### src/include/scu_pkg.sv
// Constants shared by the smart-card serial channel design.
// Assumes an APB master with 32-bit data; one register per aligned word.
// -----------------------------------------------------------------
// Functional notes
// -----------------------------------------------------------------
// Functional notes
// - Internal clock: bit rate is prescaled clock over sixteen times divisor plus one.
// - External clock: bit rate is clock pin frequency over sixteen times divisor plus one.
// - Two-bit count source picks prescaler of one, two, eight or thirty-two.
// - Transmit starts only with transmit enabled and buffer holding data.
// - Receive starts only with receive enabled and a start bit seen.
// - Transmit interrupt fires when shift register finishes, if source select set.
// - Receive interrupt fires when a frame moves into the receive buffer.
// - Overrun flagged when new frame nears its stop bit before buffer was read.
// - On overrun, buffer data is undefined and receive interrupt is left alone.
// - Framing error flagged when the stop bit is missing.
// - Receive parity mismatch pulls the transmit pin low toward the card.
// - Error summary reads one when any overrun, framing or parity flag set.
// - Setting source select and error enable after reset gives a spurious transmit request.
// - Readable flags for shift empty, buffer empty and receive complete.
// - Parity error signal is driven only with the error signal enable set.
// - Reading receive buffer during error signal clears parity flag and releases pin.
// - Transmit finished request comes at the clock falling edge after the stop bit.
package scu_pkg;
  // -----------------------------------------------------------------
  // Register offsets
  // -----------------------------------------------------------------
  localparam logic [7:0] ADDR_TXBUF = 8'h00;
  localparam logic [7:0] ADDR_RXBUF = 8'h04;
  localparam logic [7:0] ADDR_BAUD = 8'h08;
  localparam logic [7:0] ADDR_MODE = 8'h0C;
  localparam logic [7:0] ADDR_CTL0 = 8'h10;
  localparam logic [7:0] ADDR_CTL1 = 8'h14;
  localparam logic [7:0] ADDR_SMR1 = 8'h18;
  localparam logic [7:0] ADDR_SMR2 = 8'h1C;
  localparam logic [7:0] ADDR_SMR3 = 8'h20;
  localparam logic [7:0] ADDR_SMR4 = 8'h24;
  localparam logic [7:0] ADDR_IRQ = 8'h28;
  // -----------------------------------------------------------------
  // Field positions
  // -----------------------------------------------------------------
  localparam int MODE_CLKSRC = 3;
  localparam int MODE_STOP = 4;
  localparam int MODE_PODD = 5;
  localparam int MODE_PEN = 6;
  localparam int CTL0_SHEMPTY = 3;
  localparam int CTL0_ORDER = 7;
  localparam int CTL1_TXEN = 0;
  localparam int CTL1_TXEMPTY = 1;
  localparam int CTL1_RXEN = 2;
  localparam int CTL1_RXDONE = 3;
  localparam int CTL1_IRQSRC = 4;
  localparam int CTL1_INV = 6;
  localparam int CTL1_ERREN = 7;
  localparam int RXB_OVR = 12;
  localparam int RXB_FRM = 13;
  localparam int RXB_PAR = 14;
  localparam int RXB_SUM = 15;
  localparam int IRQ_TX = 0;
  localparam int IRQ_RX = 1;
  // -----------------------------------------------------------------
  // Reset values and timing
  // -----------------------------------------------------------------
  localparam logic [7:0] RST_MODE = 8'h00;
  localparam logic [7:0] RST_CTL0 = 8'h08;
  localparam logic [7:0] RST_CTL1 = 8'h02;
  localparam logic [7:0] RST_BAUD = 8'h00;
  localparam int OVERSAMPLE = 16;
  localparam int MID_SAMPLE = 8;
  localparam int FRAME_BITS = 11;
endpackage

### src/design/scu_uart.sv
// Smart-card mode of an asynchronous serial channel with APB registers.
// Assumes an external pull-up on the joined open-drain data line.
`timescale 1ns/1ps
`default_nettype none
module scu_uart
  import scu_pkg::*;
(
  input wire logic mclk,
  input wire logic rst,
  input wire logic psel,
  input wire logic penable,
  input wire logic pwrite,
  input wire logic [7:0] paddr,
  input wire logic [31:0] pwdata,
  output logic [31:0] prdata,
  output logic pready,
  output logic pslverr,
  input wire logic serialInPin,
  input wire logic serialClockPin,
  output logic serialOutPin,
  output logic serialOutEn,
  output logic txIrq,
  output logic rxIrq
);
  // -----------------------------------------------------------------
  // Helpers
  // -----------------------------------------------------------------
  function automatic logic [7:0] revBits(input logic [7:0] v);
    logic [7:0] r;
    r = '0;
    for (int i = 0; i < 8; i++) begin
      r[i] = v[7 - i];
    end
    return r;
  endfunction

  // -----------------------------------------------------------------
  // Pin synchronisers
  // -----------------------------------------------------------------
  logic [1:0] rxSync_q;
  logic [1:0] ckSync_q;
  logic ckPrev_q;
  always_ff @(posedge mclk) begin
    if (rst) begin
      rxSync_q <= 2'h3;
      ckSync_q <= 2'h0;
      ckPrev_q <= 1'b0;
    end else begin
      rxSync_q <= {rxSync_q[0], serialInPin};
      ckSync_q <= {ckSync_q[0], serialClockPin};
      ckPrev_q <= ckSync_q[1];
    end
  end
  wire logic rxLine = rxSync_q[1];

  // -----------------------------------------------------------------
  // Registers
  // -----------------------------------------------------------------
  logic [7:0] mode_q, ctl0_q, ctl1_q, baud_q, txBuf_q;
  logic [7:0] smr1_q, smr2_q, smr3_q, smr4_q;
  logic txEmpty_q, rxDone_q, shEmpty_q;
  logic [8:0] rxBuf_q;
  logic ovr_q, frm_q, par_q;
  logic txIrqReq_q, rxIrqReq_q;
  wire logic apbWr = psel & penable & pwrite;
  wire logic apbRd = psel & penable & ~pwrite;
  wire logic inverse = ctl1_q[CTL1_INV];
  wire logic msbFirst = ctl0_q[CTL0_ORDER];
  logic txLoad, rxStore, txFinish, txSetIrq, rxOvr, rxFrm, rxPar;
  logic [7:0] rxData;

  always_ff @(posedge mclk) begin
    if (rst) begin
      mode_q <= RST_MODE;
      ctl0_q <= RST_CTL0;
      ctl1_q <= RST_CTL1;
      baud_q <= RST_BAUD;
      txBuf_q <= 8'h00;
      smr1_q <= 8'h00;
      smr2_q <= 8'h00;
      smr3_q <= 8'h00;
      smr4_q <= 8'h00;
    end else if (apbWr) begin
      if (paddr == ADDR_TXBUF) begin
        txBuf_q <= pwdata[7:0];
      end else if (paddr == ADDR_BAUD) begin
        baud_q <= pwdata[7:0];
      end else if (paddr == ADDR_MODE) begin
        mode_q <= pwdata[7:0];
      end else if (paddr == ADDR_CTL0) begin
        ctl0_q <= {pwdata[7:4], 1'b0, pwdata[2:0]};
      end else if (paddr == ADDR_CTL1) begin
        ctl1_q <= {pwdata[7:4], 1'b0, pwdata[2], 1'b0, pwdata[0]};
      end else if (paddr == ADDR_SMR1) begin
        smr1_q <= pwdata[7:0];
      end else if (paddr == ADDR_SMR2) begin
        smr2_q <= pwdata[7:0];
      end else if (paddr == ADDR_SMR3) begin
        smr3_q <= pwdata[7:0];
      end else if (paddr == ADDR_SMR4) begin
        smr4_q <= pwdata[7:0];
      end
    end
  end

  // Status flags: hardware set wins over software clear, except a transmit buffer write beats the load setting buffer empty
  wire logic rxRead = apbRd && paddr == ADDR_RXBUF;
  wire logic irqWr = apbWr && paddr == ADDR_IRQ;
  always_ff @(posedge mclk) begin
    if (rst) begin
      txEmpty_q <= 1'b1;
      rxDone_q <= 1'b0;
      rxBuf_q <= 9'h000;
      ovr_q <= 1'b0;
      frm_q <= 1'b0;
      par_q <= 1'b0;
    end else begin
      if (apbWr && paddr == ADDR_TXBUF) begin
        txEmpty_q <= 1'b0;
      end else if (txLoad) begin
        txEmpty_q <= 1'b1;
      end
      if (rxStore) begin
        rxDone_q <= 1'b1;
        rxBuf_q <= {1'b0, rxData};
        frm_q <= rxFrm;
        par_q <= rxPar;
        ovr_q <= rxDone_q;
      end else if (rxRead) begin
        rxDone_q <= 1'b0;
        par_q <= 1'b0;
        frm_q <= 1'b0;
        ovr_q <= 1'b0;
      end
      if (rxOvr) begin
        ovr_q <= 1'b1;
      end
    end
  end

  // Irq request flags, cleared by writing one
  always_ff @(posedge mclk) begin
    if (rst) begin
      txIrqReq_q <= 1'b0;
      rxIrqReq_q <= 1'b0;
    end else begin
      if (txSetIrq) begin
        txIrqReq_q <= 1'b1;
      end else if (irqWr && pwdata[IRQ_TX]) begin
        txIrqReq_q <= 1'b0;
      end
      if (rxStore && !rxDone_q) begin
        rxIrqReq_q <= 1'b1;
      end else if (irqWr && pwdata[IRQ_RX]) begin
        rxIrqReq_q <= 1'b0;
      end
    end
  end

  // Spurious request when source select and error enable become both set
  logic irqSrcPrev_q;
  always_ff @(posedge mclk) begin
    if (rst) begin
      irqSrcPrev_q <= 1'b0;
    end else begin
      irqSrcPrev_q <= ctl1_q[CTL1_IRQSRC] & ctl1_q[CTL1_ERREN];
    end
  end

  // -----------------------------------------------------------------
  // Baud generator
  // -----------------------------------------------------------------
  logic [4:0] pre_q;
  logic [7:0] brg_q;
  logic preTick, tick_q;
  always_comb begin
    case (ctl0_q[1:0])
      2'h0: preTick = 1'b1;
      2'h1: preTick = pre_q[0];
      2'h2: preTick = &pre_q[2:0];
      default: preTick = &pre_q;
    endcase
    if (mode_q[MODE_CLKSRC]) begin
      preTick = ckSync_q[1] & ~ckPrev_q;
    end
  end
  always_ff @(posedge mclk) begin
    if (rst) begin
      pre_q <= 5'h00;
      brg_q <= 8'h00;
      tick_q <= 1'b0;
    end else begin
      pre_q <= pre_q + 5'h01;
      tick_q <= 1'b0;
      if (preTick) begin
        if (brg_q == 8'h00) begin
          brg_q <= baud_q;
          tick_q <= 1'b1;
        end else begin
          brg_q <= brg_q - 8'h01;
        end
      end
    end
  end

  // -----------------------------------------------------------------
  // Transmitter
  // -----------------------------------------------------------------
  typedef enum logic [1:0] {ScuTxIdle, ScuTxShift, ScuTxTail} scu_tx_t;
  scu_tx_t txState_q;
  logic [10:0] txShift_q;
  logic [3:0] txSub_q, txBit_q;
  logic [7:0] txOrd;
  logic txPar;
  always_comb begin
    txOrd = msbFirst ? revBits(txBuf_q) : txBuf_q;
    txPar = (^txBuf_q) ^ ~mode_q[MODE_PODD];
    if (inverse) begin
      txOrd = ~txOrd;
      txPar = ~txPar;
    end
  end
  assign txLoad = txState_q == ScuTxIdle && ctl1_q[CTL1_TXEN] && !txEmpty_q;
  assign txFinish = txState_q == ScuTxTail && tick_q && txSub_q == 4'(MID_SAMPLE - 1);
  assign txSetIrq = (txFinish && ctl1_q[CTL1_IRQSRC])
    || (txLoad && !ctl1_q[CTL1_IRQSRC])
    || ((ctl1_q[CTL1_IRQSRC] & ctl1_q[CTL1_ERREN]) && !irqSrcPrev_q);
  always_ff @(posedge mclk) begin
    if (rst) begin
      txState_q <= ScuTxIdle;
      txShift_q <= 11'h7FF;
      txSub_q <= 4'h0;
      txBit_q <= 4'h0;
      shEmpty_q <= 1'b1;
    end else begin
      case (txState_q)
        ScuTxIdle: begin
          if (txLoad) begin
            txShift_q <= {1'b1, ~mode_q[MODE_PEN] | txPar, txOrd, 1'b0};
            txState_q <= ScuTxShift;
            shEmpty_q <= 1'b0;
            txSub_q <= 4'h0;
            txBit_q <= 4'h0;
          end
        end
        ScuTxShift: begin
          if (tick_q) begin
            txSub_q <= txSub_q + 4'h1;
            if (txSub_q == 4'(OVERSAMPLE - 1)) begin
              txShift_q <= {1'b1, txShift_q[10:1]};
              txBit_q <= txBit_q + 4'h1;
              if (txBit_q == 4'(FRAME_BITS - 1)) begin
                txState_q <= ScuTxTail;
              end
            end
          end
        end
        ScuTxTail: begin
          if (txFinish) begin
            txState_q <= ScuTxIdle;
            shEmpty_q <= 1'b1;
          end else if (tick_q) begin
            txSub_q <= txSub_q + 4'h1;
          end
        end
        default: txState_q <= ScuTxIdle;
      endcase
    end
  end

  // -----------------------------------------------------------------
  // Receiver
  // -----------------------------------------------------------------
  typedef enum logic [1:0] {ScuRxIdle, ScuRxFrame, ScuRxErr} scu_rx_t;
  scu_rx_t rxState_q;
  logic [3:0] rxSub_q, rxBit_q;
  logic [9:0] rxShift_q;
  logic errDrive_q;
  logic [8:0] rxRaw;
  logic rxStop;
  wire logic rxSample = rxState_q == ScuRxFrame && tick_q && rxSub_q == 4'(MID_SAMPLE - 1);
  always_comb begin
    rxRaw = inverse ? ~rxShift_q[9:1] : rxShift_q[9:1];
    rxData = msbFirst ? revBits(rxRaw[7:0]) : rxRaw[7:0];
    rxPar = mode_q[MODE_PEN] && ((^rxData) ^ rxRaw[8] ^ ~mode_q[MODE_PODD]);
    rxStop = rxLine;
    rxFrm = !rxStop;
  end
  assign rxStore = rxSample && rxBit_q == 4'(FRAME_BITS - 1);
  assign rxOvr = rxSample && rxBit_q == 4'(FRAME_BITS - 2) && rxDone_q;
  always_ff @(posedge mclk) begin
    if (rst) begin
      rxState_q <= ScuRxIdle;
      rxSub_q <= 4'h0;
      rxBit_q <= 4'h0;
      rxShift_q <= 10'h000;
      errDrive_q <= 1'b0;
    end else begin
      case (rxState_q)
        ScuRxIdle: begin
          if (ctl1_q[CTL1_RXEN] && !rxLine) begin
            rxState_q <= ScuRxFrame;
            rxSub_q <= 4'h0;
            rxBit_q <= 4'h0;
          end
        end
        ScuRxFrame: begin
          if (tick_q) begin
            rxSub_q <= rxSub_q + 4'h1;
          end
          if (rxSample) begin
            rxBit_q <= rxBit_q + 4'h1;
            if (rxBit_q == 4'h0 && rxLine) begin
              rxState_q <= ScuRxIdle;
            end else if (rxBit_q < 4'(FRAME_BITS - 1)) begin
              rxShift_q <= {rxLine, rxShift_q[9:1]};
            end else if (rxPar && ctl1_q[CTL1_ERREN]) begin
              rxState_q <= ScuRxErr;
              errDrive_q <= 1'b1;
            end else begin
              rxState_q <= ScuRxIdle;
            end
          end
        end
        ScuRxErr: begin
          if (rxRead || !ctl1_q[CTL1_ERREN]) begin
            errDrive_q <= 1'b0;
            rxState_q <= ScuRxIdle;
          end
        end
        default: rxState_q <= ScuRxIdle;
      endcase
    end
  end

  // -----------------------------------------------------------------
  // Pins, interrupts and read data
  // -----------------------------------------------------------------
  logic [31:0] rdMux;
  always_comb begin
    rdMux = 32'h0000_0000;
    if (paddr == ADDR_RXBUF) begin
      rdMux = {16'h0000, ovr_q | frm_q | par_q, par_q, frm_q, ovr_q, 3'h0, rxBuf_q};
    end else if (paddr == ADDR_MODE) begin
      rdMux = {24'h000000, mode_q};
    end else if (paddr == ADDR_CTL0) begin
      rdMux = {24'h000000, ctl0_q[7:4], shEmpty_q, ctl0_q[2:0]};
    end else if (paddr == ADDR_CTL1) begin
      rdMux = {24'h000000, ctl1_q[7:4], rxDone_q, ctl1_q[2], txEmpty_q, ctl1_q[0]};
    end else if (paddr == ADDR_SMR1) begin
      rdMux = {24'h000000, smr1_q};
    end else if (paddr == ADDR_SMR2) begin
      rdMux = {24'h000000, smr2_q};
    end else if (paddr == ADDR_SMR3) begin
      rdMux = {24'h000000, smr3_q};
    end else if (paddr == ADDR_SMR4) begin
      rdMux = {24'h000000, smr4_q};
    end else if (paddr == ADDR_IRQ) begin
      rdMux = {30'h0, rxIrqReq_q, txIrqReq_q};
    end
  end
  wire logic mapped = paddr <= ADDR_IRQ && paddr[1:0] == 2'h0;
  always_ff @(posedge mclk) begin
    if (rst) begin
      prdata <= 32'h0000_0000;
      pready <= 1'b0;
      pslverr <= 1'b0;
    end else begin
      pready <= psel & ~penable;
      pslverr <= psel & ~penable & ~mapped;
      prdata <= rdMux;
    end
  end
  always_ff @(posedge mclk) begin
    if (rst) begin
      serialOutPin <= 1'b1;
      serialOutEn <= 1'b0;
      txIrq <= 1'b0;
      rxIrq <= 1'b0;
    end else begin
      serialOutPin <= 1'b0;
      serialOutEn <= errDrive_q | !txShift_q[0];
      txIrq <= txIrqReq_q;
      rxIrq <= rxIrqReq_q;
    end
  end
endmodule
`default_nettype wire

### config.mk
export PLATFORM = sky130hd
export DESIGN_NAME = scu_uart
export DESIGN_NICKNAME = d
export VERILOG_FILES = /design/src/include/scu_pkg.sv /design/src/design/scu_uart.sv
export SDC_FILE = /design/constraint.sdc
export NUM_CORES = 1
export LEC_CHECK = 0
export BUFFER_PORTS_ARGS = -buffer_cell sky130_fd_sc_hd__buf_2
export CELL_PAD_IN_SITES_DETAIL_PLACEMENT = 2
export CELL_PAD_IN_SITES_GLOBAL_PLACEMENT = 2
export CORE_AREA = 2 2 108 215
export DETAILED_ROUTE_END_ITERATION = 7
export DIE_AREA = 0 0 110 217
export PLACE_DENSITY_LB_ADDON = 0.1
export RECOVER_POWER = 50
export SLEW_MARGIN = 20
export SYNTH_ARGS = -nofsm -noshare
export SYNTH_HDL_FRONTEND = slang
export SYNTH_SLANG_ARGS = --single-unit
### constraint.sdc
create_clock -name mclk -period 2.75 [get_ports mclk]
set_input_delay 0.55 -clock mclk [delete_from_list [all_inputs] [get_ports mclk]]
set_output_delay 0.55 -clock mclk [all_outputs]
set_load 0.005 [all_outputs]
==> flow_summary_export.csv <==
group,metric,value,unit
synth,netlist_top_cells_count,"163 x dfxtp_1, 98 x nor2_1, 84 x nand2_1",
power_and_ir_drop,p_per_area,654,nW/um^2
place,dp_hpwl,17300,um
worst_setup_path,crit_required,2990,ps
sta,setup_viol_count_final,0,
cells_and_area,final_layout_size_suffix_gt1_share,12.7,%
floorplan,die_y,217,um
route,dr.pass1.iters,4,
place,dp.cells,1198,
power_and_ir_drop,clockPowerShare,44.5,%
cts,clockBufferDepth,2,
route,wl,24500,um
floorplan,chipWidth,110,um
synth,ys_seq_area_share,41.2,%
sta,setup-tns-final,0,ps
place,numPortBuffers,40,
grt,first_global_vias,7060,
cts,clkLatencyLatePin,450,ps
sta,fmaxAchievable,426,MHz
power_and_ir_drop,ir_drop,0.000510,V
cts,cts_tree,"done",
worst_setup_path,cp-start-kind,"flop",
hold_path,min_path_type,"input pin to flop",
cts,cts_setup_buffers,0,
cells_and_area,areaGrowthSynthToFinish,13.7,%
cts,root_buffer,"clkbuf_16",
sta,finalHoldViolations,0,
synth,netlist_top_cells_area,"dfxtp_1 41%, mux2i_1 9.9%, nor2_1 4.6%",
synth,synthArstFlopShare,0,%
cells_and_area,fin_cells,1228,
worst_setup_path,cp_max_fo,9,
route,drt_iter0_markers,254,
synth,synth_seq_cells,163,
sta,setup_ws,404,ps
synth,ys.flop_type,"dfxtp_1",
synth,yosysTopAreaCellShare,41.2,%
sta,rsz0062_at_grt,"false",
synth,syn-cell-area,7930,um^2
place,post-place-ws,176,ps
worst_setup_path,crit_type,"flop to flop",
route,ant_nets,0,
power_and_ir_drop,power_frac_comb,12.5,%
floorplan,row_count,78,
synth,synth_top_area_cell,"dfxtp_1",
cts,numCtsBuffers,17,
sta,period_share,85.3,%
floorplan,ioPinCount,85,
cts,post_cts_resized,0,
floorplan,die-area,23900,um^2
run,drv_cap,1,
cells_and_area,final_area,9010,um^2
power_and_ir_drop,switching_power,1.51,mW
status,violations,"capacitance limit, slew limit",
power_and_ir_drop,power_leakage,3.63,nW
cells_and_area,seq_area,3260,um^2
synth,avgSynthCellArea,8.80,um^2
worst_setup_path,worst_ep_arrival_time,2590,ps
place,postPlaceCellArea,8410,um^2
place,gp_congestion,0.791,
worst_setup_path,endpoint_kind,"flop",
grt,grt_first_pass_wirelength,38900,um
route,drc_errors,0,
synth,yosysMostFrequentCell,"dfxtp_1",
power_and_ir_drop,intPower,4.38,mW
cells_and_area,fillCellCount,2501,
power_and_ir_drop,p_total,5.89,mW
synth,ys_types,67,
sta,final-max-slew-violation-count,108,
route,vias,6579,
cells_and_area,fin_nets,1001,
power_and_ir_drop,swShare,25.6,%
floorplan,core,22300,um^2
sta,period_needed,2350,ps
grt,grt_max_degree,108,
floorplan,start_util,35.5,%
cts,ctsHoldBuffers,0,
cts,clock-sinks,163,
synth,synth_cells,901,
synth,synth-edff-count,0,
sta,worst_pin_slew,2120,ps
cts,clk_pin_slew,60,ps
sta,relSlewSlack,-41.0,%
route,routed_via_density,5.36,
sta,fin_skew,8.45,ps
cells_and_area,multi_input_area,4280,um^2
grt,grtUsageTotal,21.6,%
grt,grt-ovfl-total,0,
grt,antenna_found_initial,0,
route,wl_per_cell,19.9,um
power_and_ir_drop,pwr-share-seq,43.0,%
cells_and_area,n_antenna_cell,0,
status,status,"finished, violations left",
synth,yosysWarnings,0,
cts,htreeDepth,4,
## cells by family (layout without fill, tap and decap cells)
kind of cell	Yosys count	after routing	synth area share [%]
AOI/OAI and AO/OA	160	160	12.6
xor gates and xnor gates	40	40	5.13
other	1	20	0.0473
DFF	163	163	41.2
adders and majority gates	17	17	2.68
and+or+nand+nor	339	339	21.1
buffers and inverters	91	119	5.67
muxes	90	90	11.7
## final timing paths
path	cells past startpoint	from	slack [ps]	to
max	7	brg_q[0]	400	brg_q[2]
min	2	serialInPin	290	rxSync_q[0]
max reg2reg	7	brg_q[0]	400	brg_q[2]
min reg2reg	1	rxSync_q[0]	420	rxSync_q[1]
## power by group through the flow
stage	Combinational, mW	Clock, mW	Sequential [mW]
after detailed placement	0.736	0	2.58
after CTS	0.751	2.70	2.53
after floorplan	0.608	0	2.54
after global placement	0.704	0	2.58
after global routing	0.828	2.80	2.55
final	0.735	2.62	2.53
## sequential cells by signal (all words and copies together), names as in the netlist, 8 cells and up
register and cells:
smr3_q 8, smr1_q 8, mode_q 8, smr4_q 8, brg_q 8, txBuf_q 8, rxBuf_q 8, txShift_q 10
rxShift_q 9, smr2_q 8, baud_q 8, prdata 12
## critical path: stages (launching register included)
cell and delay, ps:
dfxtp_1 350, inv_1 130, ha_1 190, or4b_4 490, or4_4 520, mux2_4 340
nand2_2 70, a21oi_2 40
## metal layers
metal | GRT usage, % | part of all wire (%) | vias to the layer above
met2 | 37.4 | 52 | 81
met5 | 0 | 0 | -
met3 | 4.34 | 2.5 | 29
li1 | - | - | 3173
met1 | 26.2 | 43 | 3296
met4 | 7.22 | 2.4 | 0
## final cells by class
cell class | instances | share of cell area, %
Clock buffer | 19 | 5.03
Clock inverter | 11 | 2.04
Inverter | 18 | 0.750
Multi-Input combinational cell | 666 | 47.5
Sequential cell | 163 | 36.2
Tap cell | 280 | 3.89
Timing Repair Buffer | 71 | 4.53
## placed cells by master (no fill, tap or decap), types with 6 or more instances in the layout
master	instances
dfxtp_1	163
nor2_1	99
nand2_1	84
mux2i_1	78
a21oi_1	70
nand3_1	51
buf_4	30
buf_2	22
xor2_1	20
conb_1	20
inv_1	18
ha_1	17
clkbuf_16	17
clkbuf_1	17
xnor2_1	16
nor2b_1	16
o21ai_0	15
o22ai_1	15
nor3_1	14
a211oi_1	13
mux2_2	10
and2_1	9
o21bai_1	9
or2_2	8
nand2b_1	8
nand4_1	7
a22oi_1	7
nor4_1	6
nand4b_1	6
## per-stage QoR
stage / hold slack, ps / util [%]
after CTS: 270 / 40.5
after detailed placement: 399 / 37.6
after global placement: 392 / 37.6
after global routing: 302 / 40.3
after floorplan: 389 / -
final: 291 / 40.3
(Power assumes the default switching activity.)
